[config.mk]
export PLATFORM = sky130hd
export DESIGN_NAME = amr_adc_monitor1
export DESIGN_NICKNAME = d
export VERILOG_FILES = /design/src/verilog/amr_pkg.sv /design/src/verilog/amr_adc_monitor1.sv /design/src/verilog/amr_monitor_cmp.sv
export SDC_FILE = /design/constraint.sdc
export NUM_CORES = 1
export LEC_CHECK = 0
export BUFFER_PORTS_ARGS = -buffer_cell sky130_fd_sc_hd__buf_2
export CORE_UTILIZATION = 52
export CTS_CLUSTER_SIZE = 24
export DETAILED_ROUTE_END_ITERATION = 7
export GPL_ROUTABILITY_DRIVEN = 1
export HOLD_SLACK_MARGIN = 0.05
export PLACE_DENSITY_LB_ADDON = 0.25
export SLEW_MARGIN = 30
export SYNTH_ARGS = -nofsm -noshare
export SYNTH_HDL_FRONTEND = slang
export SYNTH_SLANG_ARGS = --single-unit
[constraint.sdc]
create_clock -name i_clk -period 2.2 [get_ports i_clk]
set_input_delay 0.11 -clock i_clk [delete_from_list [all_inputs] [get_ports i_clk]]
set_output_delay 0.11 -clock i_clk [all_outputs]
set_load 0.01 [all_outputs]
[src/verilog/amr_pkg.sv]
// Purpose: Shared constants and carriers of the converter monitor 1 and result block
// Assumes: 32-bit register port, one clock, byte addresses on an 8-bit address
// Notes:   Result value sits in bits 15..6 of each result register
`default_nettype none

package amr_pkg;

  // Register byte addresses
  localparam int unsigned ADDR_W = 8;
  localparam logic [7:0] OFF_MON1_CFG = 8'h00;
  localparam logic [7:0] OFF_RESULT_ZERO = 8'h04;
  localparam logic [7:0] OFF_RESULT_ONE = 8'h08;
  localparam logic [7:0] OFF_INT_STATUS = 8'h0C;
  localparam logic [7:0] OFF_INT_CLEAR = 8'h10;
  localparam logic [7:0] OFF_INT_ENABLE = 8'h14;

  // Monitor 1 configuration layout
  localparam int unsigned CFG_W = 6;
  localparam int unsigned CFG_EN_BIT = 0;
  localparam int unsigned CFG_SEL_LSB = 1;
  localparam int unsigned CFG_SEL_MSB = 4;
  localparam int unsigned CFG_DIR_BIT = 5;
  localparam logic [5:0] CFG_RESET = 6'h00;

  // Result register layout
  localparam int unsigned RES_W = 10;
  localparam int unsigned RES_VAL_LSB = 6;
  localparam int unsigned RES_VAL_MSB = 15;
  localparam int unsigned RES_OVR_BIT = 1;
  localparam int unsigned RES_STORED_BIT = 0;
  localparam logic [11:0] RES_RESET = 12'h000;

  // Converter target codes, 1xxx is the special result register
  localparam logic [3:0] TGT_ZERO = 4'h0;
  localparam logic [3:0] TGT_ONE = 4'h1;
  localparam int unsigned TGT_SPECIAL_BIT = 3;

  // Interrupt event bits
  localparam int unsigned EVT_W = 3;
  localparam int unsigned EVT_MON1 = 0;
  localparam int unsigned EVT_OVR_ZERO = 1;
  localparam int unsigned EVT_OVR_ONE = 2;
  localparam logic [2:0] EVT_RESET = 3'h0;
  localparam logic [31:0] RDATA_IDLE = 32'h0000_0000;

  typedef struct packed {
    logic valid;
    logic [3:0] target;
    logic [9:0] value;
  } amr_conv_s;

  // Same bit order as the configuration register bits 5..0
  typedef struct packed {
    logic dir;
    logic [3:0] sel;
    logic en;
  } amr_mon_cfg_s;

  typedef struct packed {
    logic [9:0] value;
    logic overrun;
    logic stored;
  } amr_result_s;

endpackage

`default_nettype wire
[src/verilog/amr_adc_monitor1.sv]
// Purpose: Register side of converter monitor 1 and result registers zero and one
// Assumes: Register port strobes are one cycle, read data follow one cycle later
// Notes:   Reading a result register clears its stored and overrun flags
//
// What this block does
// - Direction bit picks below or above limit
// - Select field picks watched result register
// - Enable bit gates monitor 1 interrupt
// - Result registers hold latest 10-bit result
// - Register zero overrun set, cleared by read
// - Register one overrun set, cleared by read
// - Register zero stored flag, cleared by read
// - Register one stored flag, cleared by read
//
// The implementer's own choices: the register offsets and the plain strobed port.
`default_nettype none

module amr_adc_monitor1 (
  input wire logic i_clk,
  input wire logic i_resetn,
  input wire logic [7:0] i_addr,
  input wire logic [31:0] i_wdata,
  input wire logic i_wr,
  input wire logic i_rd,
  output logic [31:0] o_rdata,
  input wire amr_pkg::amr_conv_s i_conv,
  input wire logic [9:0] i_limit,
  output logic o_monitor1_hit,
  output logic o_irq
);

  // Configuration and results
  amr_pkg::amr_mon_cfg_s cfg_reg;
  amr_pkg::amr_result_s res_zero_reg;
  amr_pkg::amr_result_s res_one_reg;
  amr_pkg::amr_result_s res_zero_next;
  amr_pkg::amr_result_s res_one_next;

  // Interrupt bank
  logic [2:0] int_status_reg;
  logic [2:0] int_status_next;
  logic [2:0] int_enable_reg;
  logic [2:0] int_enable_next;
  logic [2:0] events;

  // Decoded strobes
  logic wr_cfg;
  logic wr_clear;
  logic wr_enable;
  logic rd_zero;
  logic rd_one;
  logic store_zero;
  logic store_one;
  logic ovr_set_zero;
  logic ovr_set_one;
  logic mon_hit;
  logic [31:0] rd_mux;
  logic first_cycle_reg;

  // Shape a result record into its register word, upper bits zero
  function automatic logic [31:0] pack_result(input amr_pkg::amr_result_s r);
    logic [31:0] w;
    w = 32'h0000_0000;
    w[amr_pkg::RES_VAL_MSB:amr_pkg::RES_VAL_LSB] = r.value;
    w[amr_pkg::RES_OVR_BIT] = r.overrun;
    w[amr_pkg::RES_STORED_BIT] = r.stored;
    return w;
  endfunction

  // Next state of one result register; a new store beats a same-cycle read
  function automatic amr_pkg::amr_result_s next_result(
    input amr_pkg::amr_result_s r,
    input logic store,
    input logic [9:0] value,
    input logic read
  );
    amr_pkg::amr_result_s n;
    n = r;
    if (store) begin
      n.value = value;
    end
    n.stored = store | (r.stored & ~read);
    n.overrun = (store & r.stored & ~read) | (r.overrun & ~read);
    return n;
  endfunction

  // Overrun event of one register: a store over an unread result
  function automatic logic overrun_event(
    input amr_pkg::amr_result_s r,
    input logic store,
    input logic read
  );
    return store & r.stored & ~read;
  endfunction

  // Register port decode
  assign wr_cfg = i_wr && (i_addr == amr_pkg::OFF_MON1_CFG);
  assign wr_clear = i_wr && (i_addr == amr_pkg::OFF_INT_CLEAR);
  assign wr_enable = i_wr && (i_addr == amr_pkg::OFF_INT_ENABLE);
  assign rd_zero = i_rd && (i_addr == amr_pkg::OFF_RESULT_ZERO);
  assign rd_one = i_rd && (i_addr == amr_pkg::OFF_RESULT_ONE);

  // Converter stores into register zero or one
  assign store_zero = i_conv.valid && (i_conv.target == amr_pkg::TGT_ZERO);
  assign store_one = i_conv.valid && (i_conv.target == amr_pkg::TGT_ONE);

  // Monitor 1 comparator
  amr_monitor_cmp u_cmp (
    .i_clk(i_clk),
    .i_resetn(i_resetn),
    .i_cfg(cfg_reg),
    .i_conv(i_conv),
    .i_limit(i_limit),
    .o_hit(mon_hit)
  );

  // Configuration register, only bits 5..0 are kept
  always_ff @(posedge i_clk or negedge i_resetn) begin
    if (!i_resetn) begin
      cfg_reg <= amr_pkg::amr_mon_cfg_s'(amr_pkg::CFG_RESET);
    end else if (wr_cfg) begin
      cfg_reg <= amr_pkg::amr_mon_cfg_s'(i_wdata[amr_pkg::CFG_W-1:0]);
    end
  end

  // Result next values
  always_comb begin
    res_zero_next = next_result(res_zero_reg, store_zero, i_conv.value, rd_zero);
    res_one_next = next_result(res_one_reg, store_one, i_conv.value, rd_one);
  end

  // Result register zero
  always_ff @(posedge i_clk or negedge i_resetn) begin
    if (!i_resetn) begin
      res_zero_reg <= amr_pkg::amr_result_s'(amr_pkg::RES_RESET);
    end else begin
      res_zero_reg <= res_zero_next;
    end
  end

  // Result register one
  always_ff @(posedge i_clk or negedge i_resetn) begin
    if (!i_resetn) begin
      res_one_reg <= amr_pkg::amr_result_s'(amr_pkg::RES_RESET);
    end else begin
      res_one_reg <= res_one_next;
    end
  end

  // Interrupt events
  assign ovr_set_zero = overrun_event(res_zero_reg, store_zero, rd_zero);
  assign ovr_set_one = overrun_event(res_one_reg, store_one, rd_one);
  always_comb begin
    events = 3'h0;
    events[amr_pkg::EVT_MON1] = mon_hit;
    events[amr_pkg::EVT_OVR_ZERO] = ovr_set_zero;
    events[amr_pkg::EVT_OVR_ONE] = ovr_set_one;
  end

  // Sticky status, a new event wins over a same-cycle clear
  always_comb begin
    int_status_next = int_status_reg;
    if (wr_clear) begin
      int_status_next = int_status_reg & ~i_wdata[amr_pkg::EVT_W-1:0];
    end
    int_status_next = int_status_next | events;
  end

  // Enable next value
  always_comb begin
    int_enable_next = int_enable_reg;
    if (wr_enable) begin
      int_enable_next = i_wdata[amr_pkg::EVT_W-1:0];
    end
  end

  // Status and enable registers
  always_ff @(posedge i_clk or negedge i_resetn) begin
    if (!i_resetn) begin
      int_status_reg <= amr_pkg::EVT_RESET;
      int_enable_reg <= amr_pkg::EVT_RESET;
    end else begin
      int_status_reg <= int_status_next;
      int_enable_reg <= int_enable_next;
    end
  end

  // Interrupt line follows the enabled status bits
  always_ff @(posedge i_clk or negedge i_resetn) begin
    if (!i_resetn) begin
      o_irq <= 1'b0;
    end else begin
      o_irq <= |(int_status_next & int_enable_next);
    end
  end

  // Monitor hit pulse brought out through a flop
  always_ff @(posedge i_clk or negedge i_resetn) begin
    if (!i_resetn) begin
      o_monitor1_hit <= 1'b0;
    end else begin
      o_monitor1_hit <= mon_hit;
    end
  end

  // Read multiplexer, unmapped and write-only addresses read zero
  always_comb begin
    rd_mux = 32'h0000_0000;
    case (i_addr)
      amr_pkg::OFF_MON1_CFG: begin
        rd_mux[amr_pkg::CFG_W-1:0] = cfg_reg;
      end
      amr_pkg::OFF_RESULT_ZERO: begin
        rd_mux = pack_result(res_zero_reg);
      end
      amr_pkg::OFF_RESULT_ONE: begin
        rd_mux = pack_result(res_one_reg);
      end
      amr_pkg::OFF_INT_STATUS: begin
        rd_mux[amr_pkg::EVT_W-1:0] = int_status_reg;
      end
      amr_pkg::OFF_INT_ENABLE: begin
        rd_mux[amr_pkg::EVT_W-1:0] = int_enable_reg;
      end
      default: begin
        rd_mux = 32'h0000_0000;
      end
    endcase
  end

  // Read data stand for one cycle after the strobe, else zero
  always_ff @(posedge i_clk or negedge i_resetn) begin
    if (!i_resetn) begin
      o_rdata <= amr_pkg::RDATA_IDLE;
    end else if (i_rd) begin
      o_rdata <= rd_mux;
    end else begin
      o_rdata <= amr_pkg::RDATA_IDLE;
    end
  end

  // Marks the first clock after reset release, checking aid
  always_ff @(posedge i_clk or negedge i_resetn) begin
    if (!i_resetn) begin
      first_cycle_reg <= 1'b1;
    end else begin
      first_cycle_reg <= 1'b0;
    end
  end

  // Stored result and flag after a conversion into register zero
  AST_STORE_ZERO: assert property (@(posedge i_clk) disable iff (!i_resetn)
    store_zero |=> (res_zero_reg.stored && res_zero_reg.value == $past(i_conv.value)))
    else $error("register zero did not take the new result");

  // Store into register one, then a read shows the value and flag
  AST_STORE_ONE_READ: assert property (@(posedge i_clk) disable iff (!i_resetn)
    (store_one ##1 (rd_one && !store_one)) |=>
      (o_rdata[15:6] == $past(i_conv.value, 2) && o_rdata[0] && !res_one_reg.stored))
    else $error("register one read did not return or clear the stored result");

  // Overrun of register zero set on a store over an unread result
  AST_OVR_ZERO_SET: assert property (@(posedge i_clk) disable iff (!i_resetn)
    (store_zero && res_zero_reg.stored && !rd_zero) |=> (res_zero_reg.overrun && int_status_reg[1]))
    else $error("register zero overrun not flagged");

  // Any read of register zero clears its overrun flag
  AST_OVR_ZERO_CLR: assert property (@(posedge i_clk) disable iff (!i_resetn)
    rd_zero |=> !res_zero_reg.overrun)
    else $error("register zero overrun survived a read");

  // Overrun of register one set on a store over an unread result
  AST_OVR_ONE: assert property (@(posedge i_clk) disable iff (!i_resetn)
    (store_one && res_one_reg.stored && !rd_one) |=> (res_one_reg.overrun && int_status_reg[2]))
    else $error("register one overrun not flagged");

  // Any read of register one clears its overrun flag
  AST_OVR_ONE_CLR: assert property (@(posedge i_clk) disable iff (!i_resetn)
    rd_one |=> !res_one_reg.overrun)
    else $error("register one overrun survived a read");

  // Stored flag of register zero drops after a plain read
  AST_STORED_ZERO_CLR: assert property (@(posedge i_clk) disable iff (!i_resetn)
    (rd_zero && !store_zero) |=> !res_zero_reg.stored)
    else $error("register zero stored flag survived a read");

  // Reserved bits of the configuration and result words read zero
  AST_RESERVED_ZERO: assert property (@(posedge i_clk) disable iff (!i_resetn)
    $past(i_rd) |-> (o_rdata[31:16] == 16'h0000 &&
      ($past(i_addr) != amr_pkg::OFF_MON1_CFG || o_rdata[15:6] == 10'h000) &&
      (($past(i_addr) != amr_pkg::OFF_RESULT_ZERO && $past(i_addr) != amr_pkg::OFF_RESULT_ONE) ||
        o_rdata[5:2] == 4'h0)))
    else $error("reserved bits read non-zero");

  // Configuration, both results and the interrupt line are zero on the first clock after reset
  AST_RESET_ZERO: assert property (@(posedge i_clk) disable iff (!i_resetn)
    first_cycle_reg |-> (cfg_reg == '0 && res_zero_reg == '0 && res_one_reg == '0 && !o_irq))
    else $error("state not zero after reset");

  // Interrupt line matches the enabled sticky bits
  AST_IRQ_LEVEL: assert property (@(posedge i_clk) disable iff (!i_resetn)
    o_irq == |(int_status_reg & int_enable_reg))
    else $error("interrupt line disagrees with status and enable");

  // A monitor disabled for two cycles never raises its status bit
  AST_MON_STATUS: assert property (@(posedge i_clk) disable iff (!i_resetn)
    (!cfg_reg.en ##1 (!cfg_reg.en && !int_status_reg[0])) |=> !int_status_reg[0])
    else $error("monitor status set while disabled");

  // Register one takes a new result and sets its stored flag
  AST_STORE_ONE: assert property (@(posedge i_clk) disable iff (!i_resetn)
    store_one |=> (res_one_reg.stored && res_one_reg.value == $past(i_conv.value)))
    else $error("register one did not take the new result");

  // Stored flag of register one drops after a plain read
  AST_STORED_ONE_CLR: assert property (@(posedge i_clk) disable iff (!i_resetn)
    (rd_one && !store_one) |=> !res_one_reg.stored)
    else $error("register one stored flag survived a read");

  // Result values are read-only: only the converter changes them
  AST_RESULT_HOLD: assert property (@(posedge i_clk) disable iff (!i_resetn)
    (!store_zero && !store_one) |=> (res_zero_reg.value == $past(res_zero_reg.value) &&
      res_one_reg.value == $past(res_one_reg.value)))
    else $error("result value changed without a conversion");

  // A configuration write keeps bits 5..0 only
  AST_CFG_WRITE: assert property (@(posedge i_clk) disable iff (!i_resetn)
    wr_cfg |=> (cfg_reg == $past(i_wdata[5:0])))
    else $error("configuration write not taken as written");

  // Read data fall back to zero outside the cycle after a read
  AST_RDATA_IDLE: assert property (@(posedge i_clk) disable iff (!i_resetn)
    !i_rd |=> (o_rdata == 32'h0000_0000))
    else $error("read data stood longer than one cycle");

  // A new event always lands in the sticky status, even beside a clear
  AST_STATUS_SET: assert property (@(posedge i_clk) disable iff (!i_resetn)
    (events != 3'h0) |=> ((int_status_reg & $past(events)) == $past(events)))
    else $error("interrupt event lost");

  // The hit output follows the internal hit one clock later
  AST_HIT_OUT: assert property (@(posedge i_clk) disable iff (!i_resetn)
    mon_hit |=> o_monitor1_hit)
    else $error("monitor hit not brought out");

endmodule

`default_nettype wire

[src/verilog/amr_monitor_cmp.sv]
// Purpose: Monitor 1 comparator, flags a stored result above or below the limit
// Assumes: Conversion events arrive as one-cycle valid strobes
// Notes:   Hit is a one-cycle pulse one clock after the matching conversion
`default_nettype none

module amr_monitor_cmp (
  input wire logic i_clk,
  input wire logic i_resetn,
  input wire amr_pkg::amr_mon_cfg_s i_cfg,
  input wire amr_pkg::amr_conv_s i_conv,
  input wire logic [9:0] i_limit,
  output logic o_hit
);

  logic sel_hit;
  logic cmp_true;

  // Codes 0..7 pick one register, any 1xxx picks the special register
  function automatic logic sel_match(input logic [3:0] sel, input logic [3:0] tgt);
    if (sel[amr_pkg::TGT_SPECIAL_BIT]) begin
      sel_match = tgt[amr_pkg::TGT_SPECIAL_BIT];
    end else begin
      sel_match = (tgt == sel);
    end
  endfunction

  // Target decode and direction compare
  assign sel_hit = sel_match(i_cfg.sel, i_conv.target);
  assign cmp_true = i_cfg.dir ? (i_conv.value > i_limit) : (i_conv.value < i_limit);

  // Hit pulse only while the monitor is enabled
  always_ff @(posedge i_clk or negedge i_resetn) begin
    if (!i_resetn) begin
      o_hit <= 1'b0;
    end else begin
      o_hit <= i_cfg.en && i_conv.valid && sel_hit && cmp_true;
    end
  end

  AST_MON_BELOW: assert property (@(posedge i_clk) disable iff (!i_resetn)
    (i_cfg.en && i_conv.valid && sel_hit && !i_cfg.dir && i_conv.value < i_limit) |=> o_hit)
    else $error("monitor missed a result below the limit");
  AST_MON_ABOVE: assert property (@(posedge i_clk) disable iff (!i_resetn)
    (i_conv.valid && !i_cfg.dir && i_conv.value >= i_limit) |=> !o_hit)
    else $error("monitor fired on a result not below the limit");
  AST_MON_SEL: assert property (@(posedge i_clk) disable iff (!i_resetn)
    (i_conv.valid && i_cfg.sel[3] && !i_conv.target[3]) |=> !o_hit)
    else $error("special select fired on an ordinary register");
  AST_MON_OFF: assert property (@(posedge i_clk) disable iff (!i_resetn)
    !i_cfg.en |=> !o_hit)
    else $error("monitor fired while disabled");

endmodule

`default_nettype wire

=== After elaboration in Yosys (flattened, before gate mapping) ===
Cells that the tools add are included.

* Register bits: 71
* Output and inout bits: 34
* Logic and storage cells: 63

* $lt $le $gt $ge: 2
* Equality and inequality tests: 7
* Muxes and demuxes: 8
* Bitwise logic cells: 18
* Reduce and logical (&&, ||, !) cells: 13

{| class="wikitable"
|+ Operators with widths
! cell !! number
|-
| $mux 32 || 1
|-
| $pmux 10 s2 || 1
|-
| $eq 8x4->1 const B || 2
|-
| $eq 8x5->1 const B || 2
|-
| $pmux 3 s5 || 1
|-
| $gt 10x10->1 || 1
|-
| $logic_and 1x1->1 || 10
|-
| $lt 10x10->1 || 1
|-
| $mux 3 || 3
|-
| $and 1x1->1 || 8
|-
| $eq 8x3->1 const B || 1
|-
| $logic_not 8->1 || 1
|-
| $and 3x3->3 || 2
|-
| $eq 4x1->1 const B || 1
|-
| $eq 4x4->1 || 1
|-
| $logic_not 4->1 || 1
|-
| $or 1x1->1 || 4
|-
| $not 3->3 || 1
|-
| $or 3x3->3 || 1
|-
| $reduce_or 3->1 || 1
|-
| $mux 1 || 2
|-
| $not 1->1 || 2
|}

=== Depth between registers and ports, before layout ===
Gate-level depths: netlist (run 1).

* Depth after elaboration: 7
* Mapped depth: 7

=== Cells and area by module ===
A second synthesis (run 1) with hierarchy kept.

* Cell total of the unflattened synthesis: 226
* Area total of the unflattened synthesis: 2771.4 um^2

{| class="wikitable"
|+ Modules (own cells, without submodules)
! module !! instances !! cells each !! area each (um^2) !! seq. area each (um^2)
|-
| amr_adc_monitor1 || 1 || 178 || 2394.8 || 1351.3
|-
| amr_monitor_cmp || 1 || 48 || 376.6 || 25.0
|}

=== Worst setup path after synthesis (run 1) ===
No wires, ideal clock.

* Path type: in2reg
* Start point: input port i_conv[11] in the netlist's numbering
* End point: register res_zero_reg[10] in the netlist's numbering
* Setup time: 125 ps
* Data arrival time: 1337 ps
* Path slack: 738 ps
* Cell stages on the path: 4
* Cell sequence: nor4b_1 > nor2b_1 > buf_2 > mux2_2

* Cells in the longest elaborated chain, start to end: 2

{| class="wikitable"
|+ Ends and longest elaborated chain
! item !! line !! source
|-
| start: declaration || amr_adc_monitor1.sv:26 || <nowiki>input wire amr_pkg::amr_conv_s i_conv,</nowiki>
|-
| $logic_not 4->1 || amr_adc_monitor1.sv:104 || <nowiki>assign store_zero = i_conv.valid && (i_conv.target == amr_pkg::TGT_ZERO);</nowiki>
|-
| $logic_and 1x1->1 || amr_adc_monitor1.sv:104 ||
|-
| end signal: assignment || amr_adc_monitor1.sv:135 || <nowiki>res_zero_reg <= amr_pkg::amr_result_s'(amr_pkg::RES_RESET);</nowiki>
|-
| end signal: assignment || amr_adc_monitor1.sv:137 || <nowiki>res_zero_reg <= res_zero_next;</nowiki>
|-
| end: declaration || amr_adc_monitor1.sv:34 || <nowiki>amr_pkg::amr_result_s res_zero_reg;</nowiki>
|}

No other way between the ends.
A chain may end at the register's enable or synchronous reset.

=== Final worst setup path (run 1) ===
* Start point: input port i_conv[7] in the netlist's numbering
* End point: register u_cmp.o_hit

* Cells in the longest elaborated chain, start to end: 3
* Elaborated cells between the ends (all ways): 4
* Those cells by class: order compare (2); mux (1); reduce/logical (1)

{| class="wikitable"
|+ Ends and longest elaborated chain
! item !! line !! source
|-
| $lt 10x10->1 / $gt 10x10->1 (equally long branches) || amr_monitor_cmp.sv:29 || <nowiki>assign cmp_true = i_cfg.dir ? (i_conv.value > i_limit) : (i_conv.value < i_limit);</nowiki>
|-
| $mux 1 (*) || amr_monitor_cmp.sv:29 ||
|-
| $logic_and 1x1->1 (*) || amr_monitor_cmp.sv:36 || <nowiki>o_hit <= i_cfg.en && i_conv.valid && sel_hit && cmp_true;</nowiki>
|-
| end signal: assignment || amr_monitor_cmp.sv:36 ||
|-
| end: declaration || amr_monitor_cmp.sv:12 || <nowiki>output logic o_hit</nowiki>
|}

Every way passes the cells marked *; elsewhere a longest branch is shown, timed or not.

==> run_results.csv, run 1 <==
group,metric,value,unit
outcome,status,"completed",
sta,layout_setup_ws,0.262,ns
drt,routed_via_density,5.20,
placed_design,placedCellCount,362,
cells_and_area,finalNetCount,395,
global_route,grtUsageMet3,4.80,%
sta,fin_crit_sh,88.1,%
worst_hold_path,min_path_type,"input pin to register",
drt,vias,1990,
sta,final-hold-violation-count,0,
worst_setup_path,slowest_delay,0.53,ns
clock_network,clockBufferDepth,2,
clock_network,cts_made_buffers,5,
cells_and_area,n_antenna_cell,0,
worst_setup_path,crit_slowest_cell,"dlygate4sd3_1",
floorplanning,coreArea,0.00482,mm²
global_route,grt_overflow,0,
floorplanning,core.rowCount,25,
power_and_ir_drop,peakVddDrop,0.000347,V
logic_synthesis,ys_top_cells_by_area,"dfrtp_1, mux2_2, nand2_1",
sta,layout_min_cycle_time,1.94,ns
drt,postRouteAntennaNets,0,
logic_synthesis,yosysTopAreaCellShare,51.8,%
worst_setup_path,crit_top_cell,"a21o_1",
worst_setup_path,crit_chain,"dlygate4sd3_1 > buf_2 > ha_1 > a21o_1 > a21o_1 > a21oi_1 > o21ai_0 > mux2_2",
global_route,grtUsageMet2,37.8,%
clock_network,cts_max_level,2,
drt,drc_errors,0,
global_route,grt_busiest_layer,"met2",
global_route,grt_pass1_vias,1974,
sta,max_slew_margin,61.8,%
logic_synthesis,synth_edf_count,0,
logic_synthesis,synth_common_cells,"dfrtp_1, nand2_1, mux2_2",
logic_synthesis,synth_warnings,0,
cells_and_area,utilization,66.8,%
clock_network,cts_tree,"done",
power_and_ir_drop,p_total,2010,µW
cells_and_area,layout-drive-gt1-share,31.3,%
sta,rsz0062_at_grt,"no",
worst_setup_path,required,2.39,ns
worst_setup_path,cp.arrival,2.13,ns
floorplanning,initial_utilization,55.1,%
drt,routed_wl,5210,µm
logic_synthesis,synth_seq_area_share,51.8,%
floorplanning,die_area,0.00540,mm²
cells_and_area,largest_reg_flops,16,
placed_design,portBuffers,60,
logic_synthesis,yosys.area.top_type,"dfrtp_1",
logic_synthesis,synthFlopType,"dfrtp_1",
drt,dr.pass1.iters,4,
global_route,grt.total_usage,22.2,%
logic_synthesis,synth_cell_type_count,41,
sta,fmax,0.516,GHz
floorplanning,die_y,73.5,µm
sta,tns,0,ns
sta,maxSlewViolCount,0,
logic_synthesis,syn_avg_cell_area,11.3,µm²
worst_setup_path,endpoint_kind,"register",
worst_setup_path,criticalPathCategory,"input pin to register",
worst_setup_path,crit_fanout,3,
drt,routedWlPerCell,13.6,µm
drt,drt_iter0_drc,93,
cells_and_area,n_fill_cell,400,
clock_network,clkLatencyLatePin,0.30,ns
placed_design,hpwlAfterDp,3900,µm
sta,tightest_slew,0.573,ns
power_and_ir_drop,p_leak,0.00170,µW
logic_synthesis,syn_inst,236,
placed_design,globalplace.congestion,0.825,
clock_network,clock_sinks,55,
sta,setup_viol,0,
global_route,met1_usage,27.1,%
global_route,antenna_found_initial,0,
logic_synthesis,syn-cell-area,0.00266,mm²
logic_synthesis,ys_ff_latch,55,
clock_network,cts.clk_slew.worst_paths,0.09,ns
placed_design,dp_slack,0.490,ns
power_and_ir_drop,power.density,626,mW/mm²
clock_network,cts_resized,0,
floorplanning,die_width,73.5,µm
logic_synthesis,synthArstFlopShare,100,%
cells_and_area,final_cells,383,
logic_synthesis,synth_most_common_cell,"dfrtp_1",
sta,finClkSkew,0.00359,ns
floorplanning,io_pins,103,
cells_and_area,syn_to_final_growth,21.1,%
global_route,grt_pass1_wl,8910,µm
worst_setup_path,start_kind,"input pin",
clock_network,clockRootBuffer,"clkbuf_8",
job,drv_cap,0,
global_route,grt_max_degree,27,
-- cell usage in the layout, fill, tap and decap left out, types with 3 or more instances in the layout --
| master | instances |
|---|---|
| nor2_1 | 4 |
| and3_1 | 3 |
| a21o_1 | 6 |
| nor3_1 | 3 |
| nand2_1 | 36 |
| a22o_1 | 10 |
| buf_2 | 60 |
| dlygate4sd3_1 | 14 |
| conb_1 | 16 |
| a21oi_1 | 8 |
| o21ai_0 | 3 |
| nand4_1 | 5 |
| mux2_2 | 19 |
| nand3_1 | 6 |
| clkbuf_8 | 5 |
| buf_4 | 5 |
| ha_1 | 10 |
| inv_1 | 12 |
| dfrtp_1 | 55 |
| and2_1 | 6 |
-- per-layer routing --
layer  wire [µm]  up-vias
met5           0        -
met4         133        0
met3         272       14
met2        2540       68
met1        2260      957
li1            -      951
-- timing repair --
| action | CTS | global route |
|---|---|---|
| hold buffers | 14 | 0 |
| buffers inserted | 0 | 0 |
| hold endpoints to repair | 37 | 0 |
-- where the power goes --
| part | internal, µW | switching [µW] | leakage [µW] | total (µW) |
|---|---|---|---|---|
| clock | 218 | 309 | 0.0000440 | 527 |
| sequential | 1120 | 65.1 | 0.000716 | 1190 |
| combinational | 148 | 148 | 0.000940 | 296 |
-- cells by family (layout without fill, tap and decap cells) --
logic type	after synthesis	count (layout)	share of synthesized area [%]
buf+inv	33	98	7.02
simple gates	76	76	16.2
other cells	1	16	0.141
mux	20	20	8.62
compound gates	38	38	10.5
flops	55	55	51.8
fa+ha+maj	10	10	4.71
xor+xnor	3	3	0.989
-- critical path, delay by kind of cell --
kind	cells	cell delay, ns
AO/OA/AOI/OAI	4	0.72
adder cells (fa/ha/maj)	1	0.33
buffers and inverters	2	0.67
multiplexers	1	0.30
-- per-stage QoR --
| stage | hold WS, ns | area (µm²) |
|---|---|---|
| finish | 0.0818 | 3220 |
| global route | 0.0746 | 3220 |
| CTS | 0.0698 | 3220 |
| detailed placement | 0.141 | 2990 |
| global placement | 0.140 | 2990 |
| floorplan | -0.186 | 2710 |
-- worst paths after layout --
path	start	endpoint	slack, ns	depth (start not counted)
worst max-delay path	i_conv[7]	u_cmp.o_hit	0.26	8
worst min-delay path	i_wdata[2]	cfg_reg[2]	0.08	2
worst max register to register	cfg_reg[1]	u_cmp.o_hit	0.86	5
worst min register to register	u_cmp.o_hit	o_monitor1_hit	0.41	0
max in group asynchronous	i_resetn	res_zero_reg[11]	1.24	3
min in group asynchronous	i_resetn	o_irq	0.33	2
-- final cells by class --
cell class	count	area, µm²	area share, %
Inverter	12	45.0	1.40
Sequential cell	55	1380	42.8
Multi-Input combinational cell	163	1150	35.8
Tap cell	67	83.8	2.61
Clock inverter	2	13.8	0.428
Clock buffer	5	68.8	2.14
Timing Repair Buffer	79	478	14.9
No activity file was read; power rests on OpenSTA's default activity.
==> inputs of run 2 (changes only) <==
--- a/config.mk
+++ b/config.mk
@@ -6,12 +6,14 @@
 export NUM_CORES = 1
 export LEC_CHECK = 0
 export BUFFER_PORTS_ARGS = -buffer_cell sky130_fd_sc_hd__buf_2
+export CORE_MARGIN = 4
 export CORE_UTILIZATION = 52
 export CTS_CLUSTER_SIZE = 24
 export DETAILED_ROUTE_END_ITERATION = 7
 export GPL_ROUTABILITY_DRIVEN = 1
 export HOLD_SLACK_MARGIN = 0.05
 export PLACE_DENSITY_LB_ADDON = 0.25
+export REMOVE_ABC_BUFFERS = 1
 export SLEW_MARGIN = 30
 export SYNTH_ARGS = -nofsm -noshare
 export SYNTH_HDL_FRONTEND = slang
==> run 2 against run 1 <==
- flip-flop and latch count unchanged
- critical path type unchanged
- die area rose by 17%
- largest cell class unchanged
- final area rose by 0.23%
- utilization shrank 0.28 points
- first-iteration DRC count is 8.6% higher
- count of clock-buffer cells in the layout is 1 higher
==> run_results.csv, run 2 (synthesis results as in run 1) <==
group,metric,value,unit
outcome,status,"completed",
worst_setup_path,critical-path-top-delay-family,"buffers and inverters",
sta,tns,0,ns
cells_and_area,layout-drive-gt1-share,31.0,%
clock_network,cts_resized,0,
worst_setup_path,cp.arrival,2.02,ns
job,drv_cap,0,
floorplanning,initial_utilization,54.8,%
cells_and_area,final_cells,383,
worst_setup_path,start_kind,"input pin",
cells_and_area,seqCellArea,0.00138,mm²
global_route,antenna_found_initial,0,
power_and_ir_drop,power.density,633,mW/mm²
global_route,grt.total_usage,19.6,%
drt,vias,1928,
sta,fin_crit_sh,82.9,%
sta,fmax,0.548,GHz
drt,routedWlPerCell,14.7,µm
cells_and_area,mostFrequentLayoutCell,"buf_2",
sta,maxSlewViolCount,0,
sta,setup_viol,0,
floorplanning,core.rowCount,25,
floorplanning,die_y,79.5,µm
clock_network,clkLatencyLatePin,0.31,ns
clock_network,clock_sinks,55,
power_and_ir_drop,peakVddDrop,0.000381,V
power_and_ir_drop,p_comb_share,14.6,%
power_and_ir_drop,intPower,1500,µW
worst_setup_path,crit_top_cell,"a21o_1",
drt,routed_wl,5640,µm
drt,drc_errors,0,
cells_and_area,syn_to_final_growth,21.3,%
placed_design,placedCellCount,361,
clock_network,clockBufferDepth,2,
global_route,grt_pass1_vias,2025,
power_and_ir_drop,switchingPower,542,µW
sta,max_slew_margin,56.2,%
drt,routed_via_density,5.03,
placed_design,globalplace.congestion,0.829,
global_route,grt_overflow,0,
drt,drt_iter0_drc,101,
sta,rsz0062_at_grt,"no",
placed_design,portBuffers,60,
global_route,grt_max_degree,29,
clock_network,cts_tree,"done",
worst_setup_path,crit_slowest_cell,"dlygate4sd3_1",
worst_setup_path,reg2reg_slack,0.84,ns
worst_setup_path,crit_fanout,3,
floorplanning,coreArea,0.00485,mm²
power_and_ir_drop,seqPwrFrac,58.4,%
sta,finClkSkew,0.00304,ns
global_route,grt_pass1_wl,9550,µm
floorplanning,die_area,0.00632,mm²
power_and_ir_drop,p_leak,0.00170,µW
placed_design,hpwlAfterDp,4090,µm
power_and_ir_drop,p_sw_share,26.6,%
worst_setup_path,required,2.40,ns
sta,layout_min_cycle_time,1.82,ns
clock_network,post_cts_buffers,0,
cells_and_area,largest_reg_flops,16,
worst_hold_path,min_path_type,"input pin to register",
worst_setup_path,slowest_delay,0.52,ns
cells_and_area,finalNetCount,394,
sta,final-hold-violation-count,0,
drt,dr.pass1.iters,4,
cells_and_area,n_antenna_cell,0,
cells_and_area,utilization,66.5,%
cells_and_area,multiInputGateArea,0.00115,mm²
clock_network,cts_made_buffers,5,
clock_network,cts_max_level,2,
sta,tightest_slew,0.658,ns
cells_and_area,final_cell_mix,"buf_2, dfrtp_1, nand2_1",
clock_network,cts.clk_slew.worst_paths,0.09,ns
worst_setup_path,criticalPathCategory,"input pin to register",
power_and_ir_drop,pwr-share-clk,27.0,%
floorplanning,io_pins,103,
drt,postRouteAntennaNets,0,
cells_and_area,n_fill_cell,398,
floorplanning,die_width,79.5,µm
worst_setup_path,endpoint_kind,"register",
clock_network,clockRootBuffer,"clkbuf_8",
worst_setup_path,crit_chain,"dlygate4sd3_1 > buf_2 > ha_1 > a21o_1 > a21o_1 > a211oi_1 > o21ai_0 > mux2_2",
worst_setup_path,critical_path_buf_inv_count,2,
-- run 2: cell count changes in the layout (fill, tap and decap cells not counted), sizes merged --
cell and change:
clkbuf +1, buf -1, clkinv -1, clkinvlp +1
-- run 2: final cells by class --
type | instances | area share (%)
flip-flops and latches | 55 | 42.7
multi-input cells | 163 | 35.7
repair buffers | 78 | 15.0
well taps | 67 | 2.60
clock buffers | 6 | 2.25
inverters | 12 | 1.40
clock inverters | 2 | 0.388
-- run 2: what timing repair did --
item	CTS	global route
hold endpoints to repair	40	0
endpoints found under the setup margin	0	0
hold buffers	14	0
-- run 2: power groups by stage --
stage               clock (µW)  sequential, µW  combinational (µW)
finish                     551            1190                 297
global route               608            1200                 340
CTS                        563            1190                 300
detailed placement           0            1210                 280
global placement             0            1200                 270
floorplan                    0            1190                 165
-- run 2: path summary, 6_finish.rpt --
path / from / endpoint / cells after the start
max in group asynchronous: i_resetn / o_irq / 3
min in group asynchronous: i_resetn / o_rdata[2] / 2
setup / recovery: i_conv[3] / u_cmp.o_hit / 8
hold / removal: i_wdata[2] / cfg_reg[2] / 2
hold reg to reg: u_cmp.o_hit / o_monitor1_hit / 0
setup reg to reg: cfg_reg[1] / u_cmp.o_hit / 5
-- run 2: routing by layer --
layer  part of all wire (%)  vias up  GRT usage, %
li1                       -      948             -
met1                     43      915          25.0
met2                     50       54          32.8
met3                    5.4       11          5.19
met4                    1.5        0          5.67
met5                      0        -             0
-- run 2: worst register-to-register path: cells and delay by family (launching register included) --
kind / cells / cell delay, ns
AO/OA/AOI/OAI: 1 / 0.23
XOR/XNOR: 1 / 0.19
flip-flops: 1 / 0.43
multiplexers: 1 / 0.27
AND/OR/NAND/NOR: 2 / 0.14
-- run 2: metrics by stage --
step,area [µm²],hold WS (ns),total power [µW],worst slack (ns)
after floorplan,2570,-0.186,1360,0.542
after detailed placement,3000,0.188,1490,0.483
final,3220,0.0694,2040,0.376
after global placement,3000,0.183,1470,0.523
after global routing,3220,0.0632,2150,0.257
after CTS,3220,0.0615,2050,0.348
==> inputs of run 3 (changes only) <==
--- a/config.mk
+++ b/config.mk
@@ -7,7 +7,7 @@
 export LEC_CHECK = 0
 export BUFFER_PORTS_ARGS = -buffer_cell sky130_fd_sc_hd__buf_2
 export CORE_MARGIN = 4
-export CORE_UTILIZATION = 52
+export CORE_UTILIZATION = 49
 export CTS_CLUSTER_SIZE = 24
 export DETAILED_ROUTE_END_ITERATION = 7
 export GPL_ROUTABILITY_DRIVEN = 1
==> constraint.sdc (replaced) <==
create_clock -name i_clk -period 1.9 [get_ports i_clk]
set_input_delay 0.095 -clock i_clk [delete_from_list [all_inputs] [get_ports i_clk]]
set_output_delay 0.095 -clock i_clk [all_outputs]
set_load 0.01 [all_outputs]
==> run 3 against run 2 <==
- clock power grew 13%
- utilization fell by 3.4 points
- register-to-register slack worse by 0.29 ns
- combinational power rose by 19%
- critical path depth unchanged
- total power increased by 15%
- die area rose by 5.5%
- final area increased by 1.2%
- critical path type unchanged
- largest power group unchanged
==> run_results.csv, run 3 (synthesis results as in run 1) <==
group,metric,value,unit
drt,routed_wl,5560,µm
global_route,grt_busiest_layer,"met2",
clock_network,clkLatencyLatePin,0.30,ns
placed_design,globalplace.congestion,0.834,
power_and_ir_drop,p_leak,0.00172,µW
worst_setup_path,slowest_delay,0.53,ns
global_route,grt_max_degree,29,
worst_setup_path,cp.arrival,1.99,ns
global_route,met1_usage,24.4,%
sta,rsz0062_at_grt,"no",
sta,tns,0,ns
worst_setup_path,endpoint_kind,"register",
cells_and_area,syn_to_final_growth,22.8,%
clock_network,cts.clk_slew.worst_paths,0.09,ns
cells_and_area,finalNetCount,398,
drt,drt_iter0_drc,127,
placed_design,hpwlAfterDp,4200,µm
floorplanning,coreArea,0.00517,mm²
sta,setup_viol,0,
global_route,grtUsageMet3,4.82,%
clock_network,post_cts_buffers,0,
worst_setup_path,criticalPathCategory,"input pin to register",
global_route,grt_pass1_wl,9250,µm
cells_and_area,largest_reg_flops,16,
worst_hold_path,min_path_type,"input pin to register",
worst_setup_path,start_kind,"input pin",
clock_network,cts_max_level,2,
sta,fmax,0.557,GHz
clock_network,cts_made_buffers,5,
floorplanning,die_area,0.00666,mm²
placed_design,portBuffers,60,
global_route,grt_overflow,0,
sta,final-hold-violation-count,0,
sta,max_slew_margin,65.4,%
power_and_ir_drop,p_total,2350,µW
sta,layout_min_cycle_time,1.79,ns
worst_setup_path,crit_chain,"dlygate4sd3_1 > buf_2 > ha_1 > a21o_1 > a21o_1 > a211oi_1 > o21ai_1 > mux2_2",
cells_and_area,final_cell_mix,"buf_2, dfrtp_1, nand2_1",
placed_design,dpl-instance-area,0.00302,mm²
worst_setup_path,required,2.09,ns
floorplanning,core.rowCount,26,
clock_network,clockRootBuffer,"clkbuf_8",
global_route,grt.total_usage,18.3,%
cells_and_area,final_cells,390,
cells_and_area,n_antenna_cell,0,
power_and_ir_drop,peakVddDrop,0.000398,V
job,drv_cap,0,
drt,routed_via_density,5.09,
cells_and_area,layout-drive-gt1-share,31.3,%
drt,routedWlPerCell,14.2,µm
drt,vias,1984,
sta,finClkSkew,0.00351,ns
cells_and_area,n_fill_cell,429,
outcome,status,"completed",
sta,fin_crit_sh,94.5,%
floorplanning,io_pins,103,
sta,tightest_slew,0.512,ns
global_route,grt_pass1_vias,1953,
drt,dr.pass1.iters,6,
global_route,grtUsageMet2,29.8,%
sta,hold_ws,0.0664,ns
floorplanning,die_y,81.6,µm
clock_network,clock_sinks,55,
worst_setup_path,crit_top_cell,"a21o_1",
clock_network,cts_tree,"done",
floorplanning,die_width,81.6,µm
placed_design,placedCellCount,366,
worst_setup_path,crit_slowest_cell,"dlygate4sd3_1",
power_and_ir_drop,power.density,721,mW/mm²
worst_setup_path,crit_fanout,3,
cells_and_area,postLayoutCellArea,0.00326,mm²
drt,postRouteAntennaNets,0,
floorplanning,initial_utilization,51.4,%
sta,maxSlewViolCount,0,
cells_and_area,mostFrequentLayoutCell,"buf_2",
global_route,antenna_found_initial,0,
clock_network,clockBufferDepth,2,
drt,drc_errors,0,
[run 3: changes by cell type in the layout (fill, tap and decap cells not counted)]
cell,before,now
buf_4,3,5
o21ai_1,0,1
dlygate4sd3_1,14,16
o21ai_0,3,2
[run 3: final timing paths]
check / from / end / slack [ns] / depth (start not counted)
worst max-delay path: i_conv[3] / u_cmp.o_hit / 0.11 / 8
worst min-delay path: i_wdata[2] / cfg_reg[2] / 0.07 / 2
worst max register to register: cfg_reg[1] / u_cmp.o_hit / 0.55 / 5
worst min register to register: u_cmp.o_hit / o_monitor1_hit / 0.41 / 0
max in group asynchronous: i_resetn / o_rdata[6] / 1.17 / 3
min in group asynchronous: i_resetn / int_enable_reg[2] / 0.20 / 2
[run 3: final cells by class]
cell class | count | area, µm² | share of cell area, %
Clock buffer | 6 | 72.6 | 2.22
Clock inverter | 2 | 12.5 | 0.384
Inverter | 12 | 45.0 | 1.38
Multi-Input combinational cell | 163 | 1150 | 35.3
Sequential cell | 55 | 1380 | 42.2
Tap cell | 70 | 87.6 | 2.69
Timing Repair Buffer | 82 | 518 | 15.9
[run 3: report_power, final]
group / switching, µW / internal (µW) / total [µW]
registers: 75.3 / 1300 / 1380
logic: 177 / 177 / 354
clock network: 363 / 258 / 621
total: 615 / 1740 / 2350
[run 3: per-layer routing]
layer	vias up	part of all wire (%)
met5	-	0
met4	0	0.74
met3	4	7.2
met2	61	48
met1	961	44
li1	958	-
[run 3: what timing repair did]
action                                  CTS  global route
resized for setup                         0             1
endpoints found under the hold margin    70             0
endpoints found under the setup margin    0             1
hold buffers                             16             0
[run 3: metrics by stage]
step | setup WS, ns | utilization [%]
3_3_place_gp | 0.252 | 58.3
2_1_floorplan | 0.257 | -
6_report | 0.105 | 63.1
3_5_place_dp | 0.232 | 58.3
5_1_grt | 0.0541 | 63.1
4_1_cts | 0.0703 | 63.1
[run 3: worst max-delay path, delay by kind of cell]
kind	cells	cell delay [ns]
adders and majority gates	1	0.30
buffers and inverters	2	0.66
AOI/OAI and AO/OA	4	0.66
muxes	1	0.28
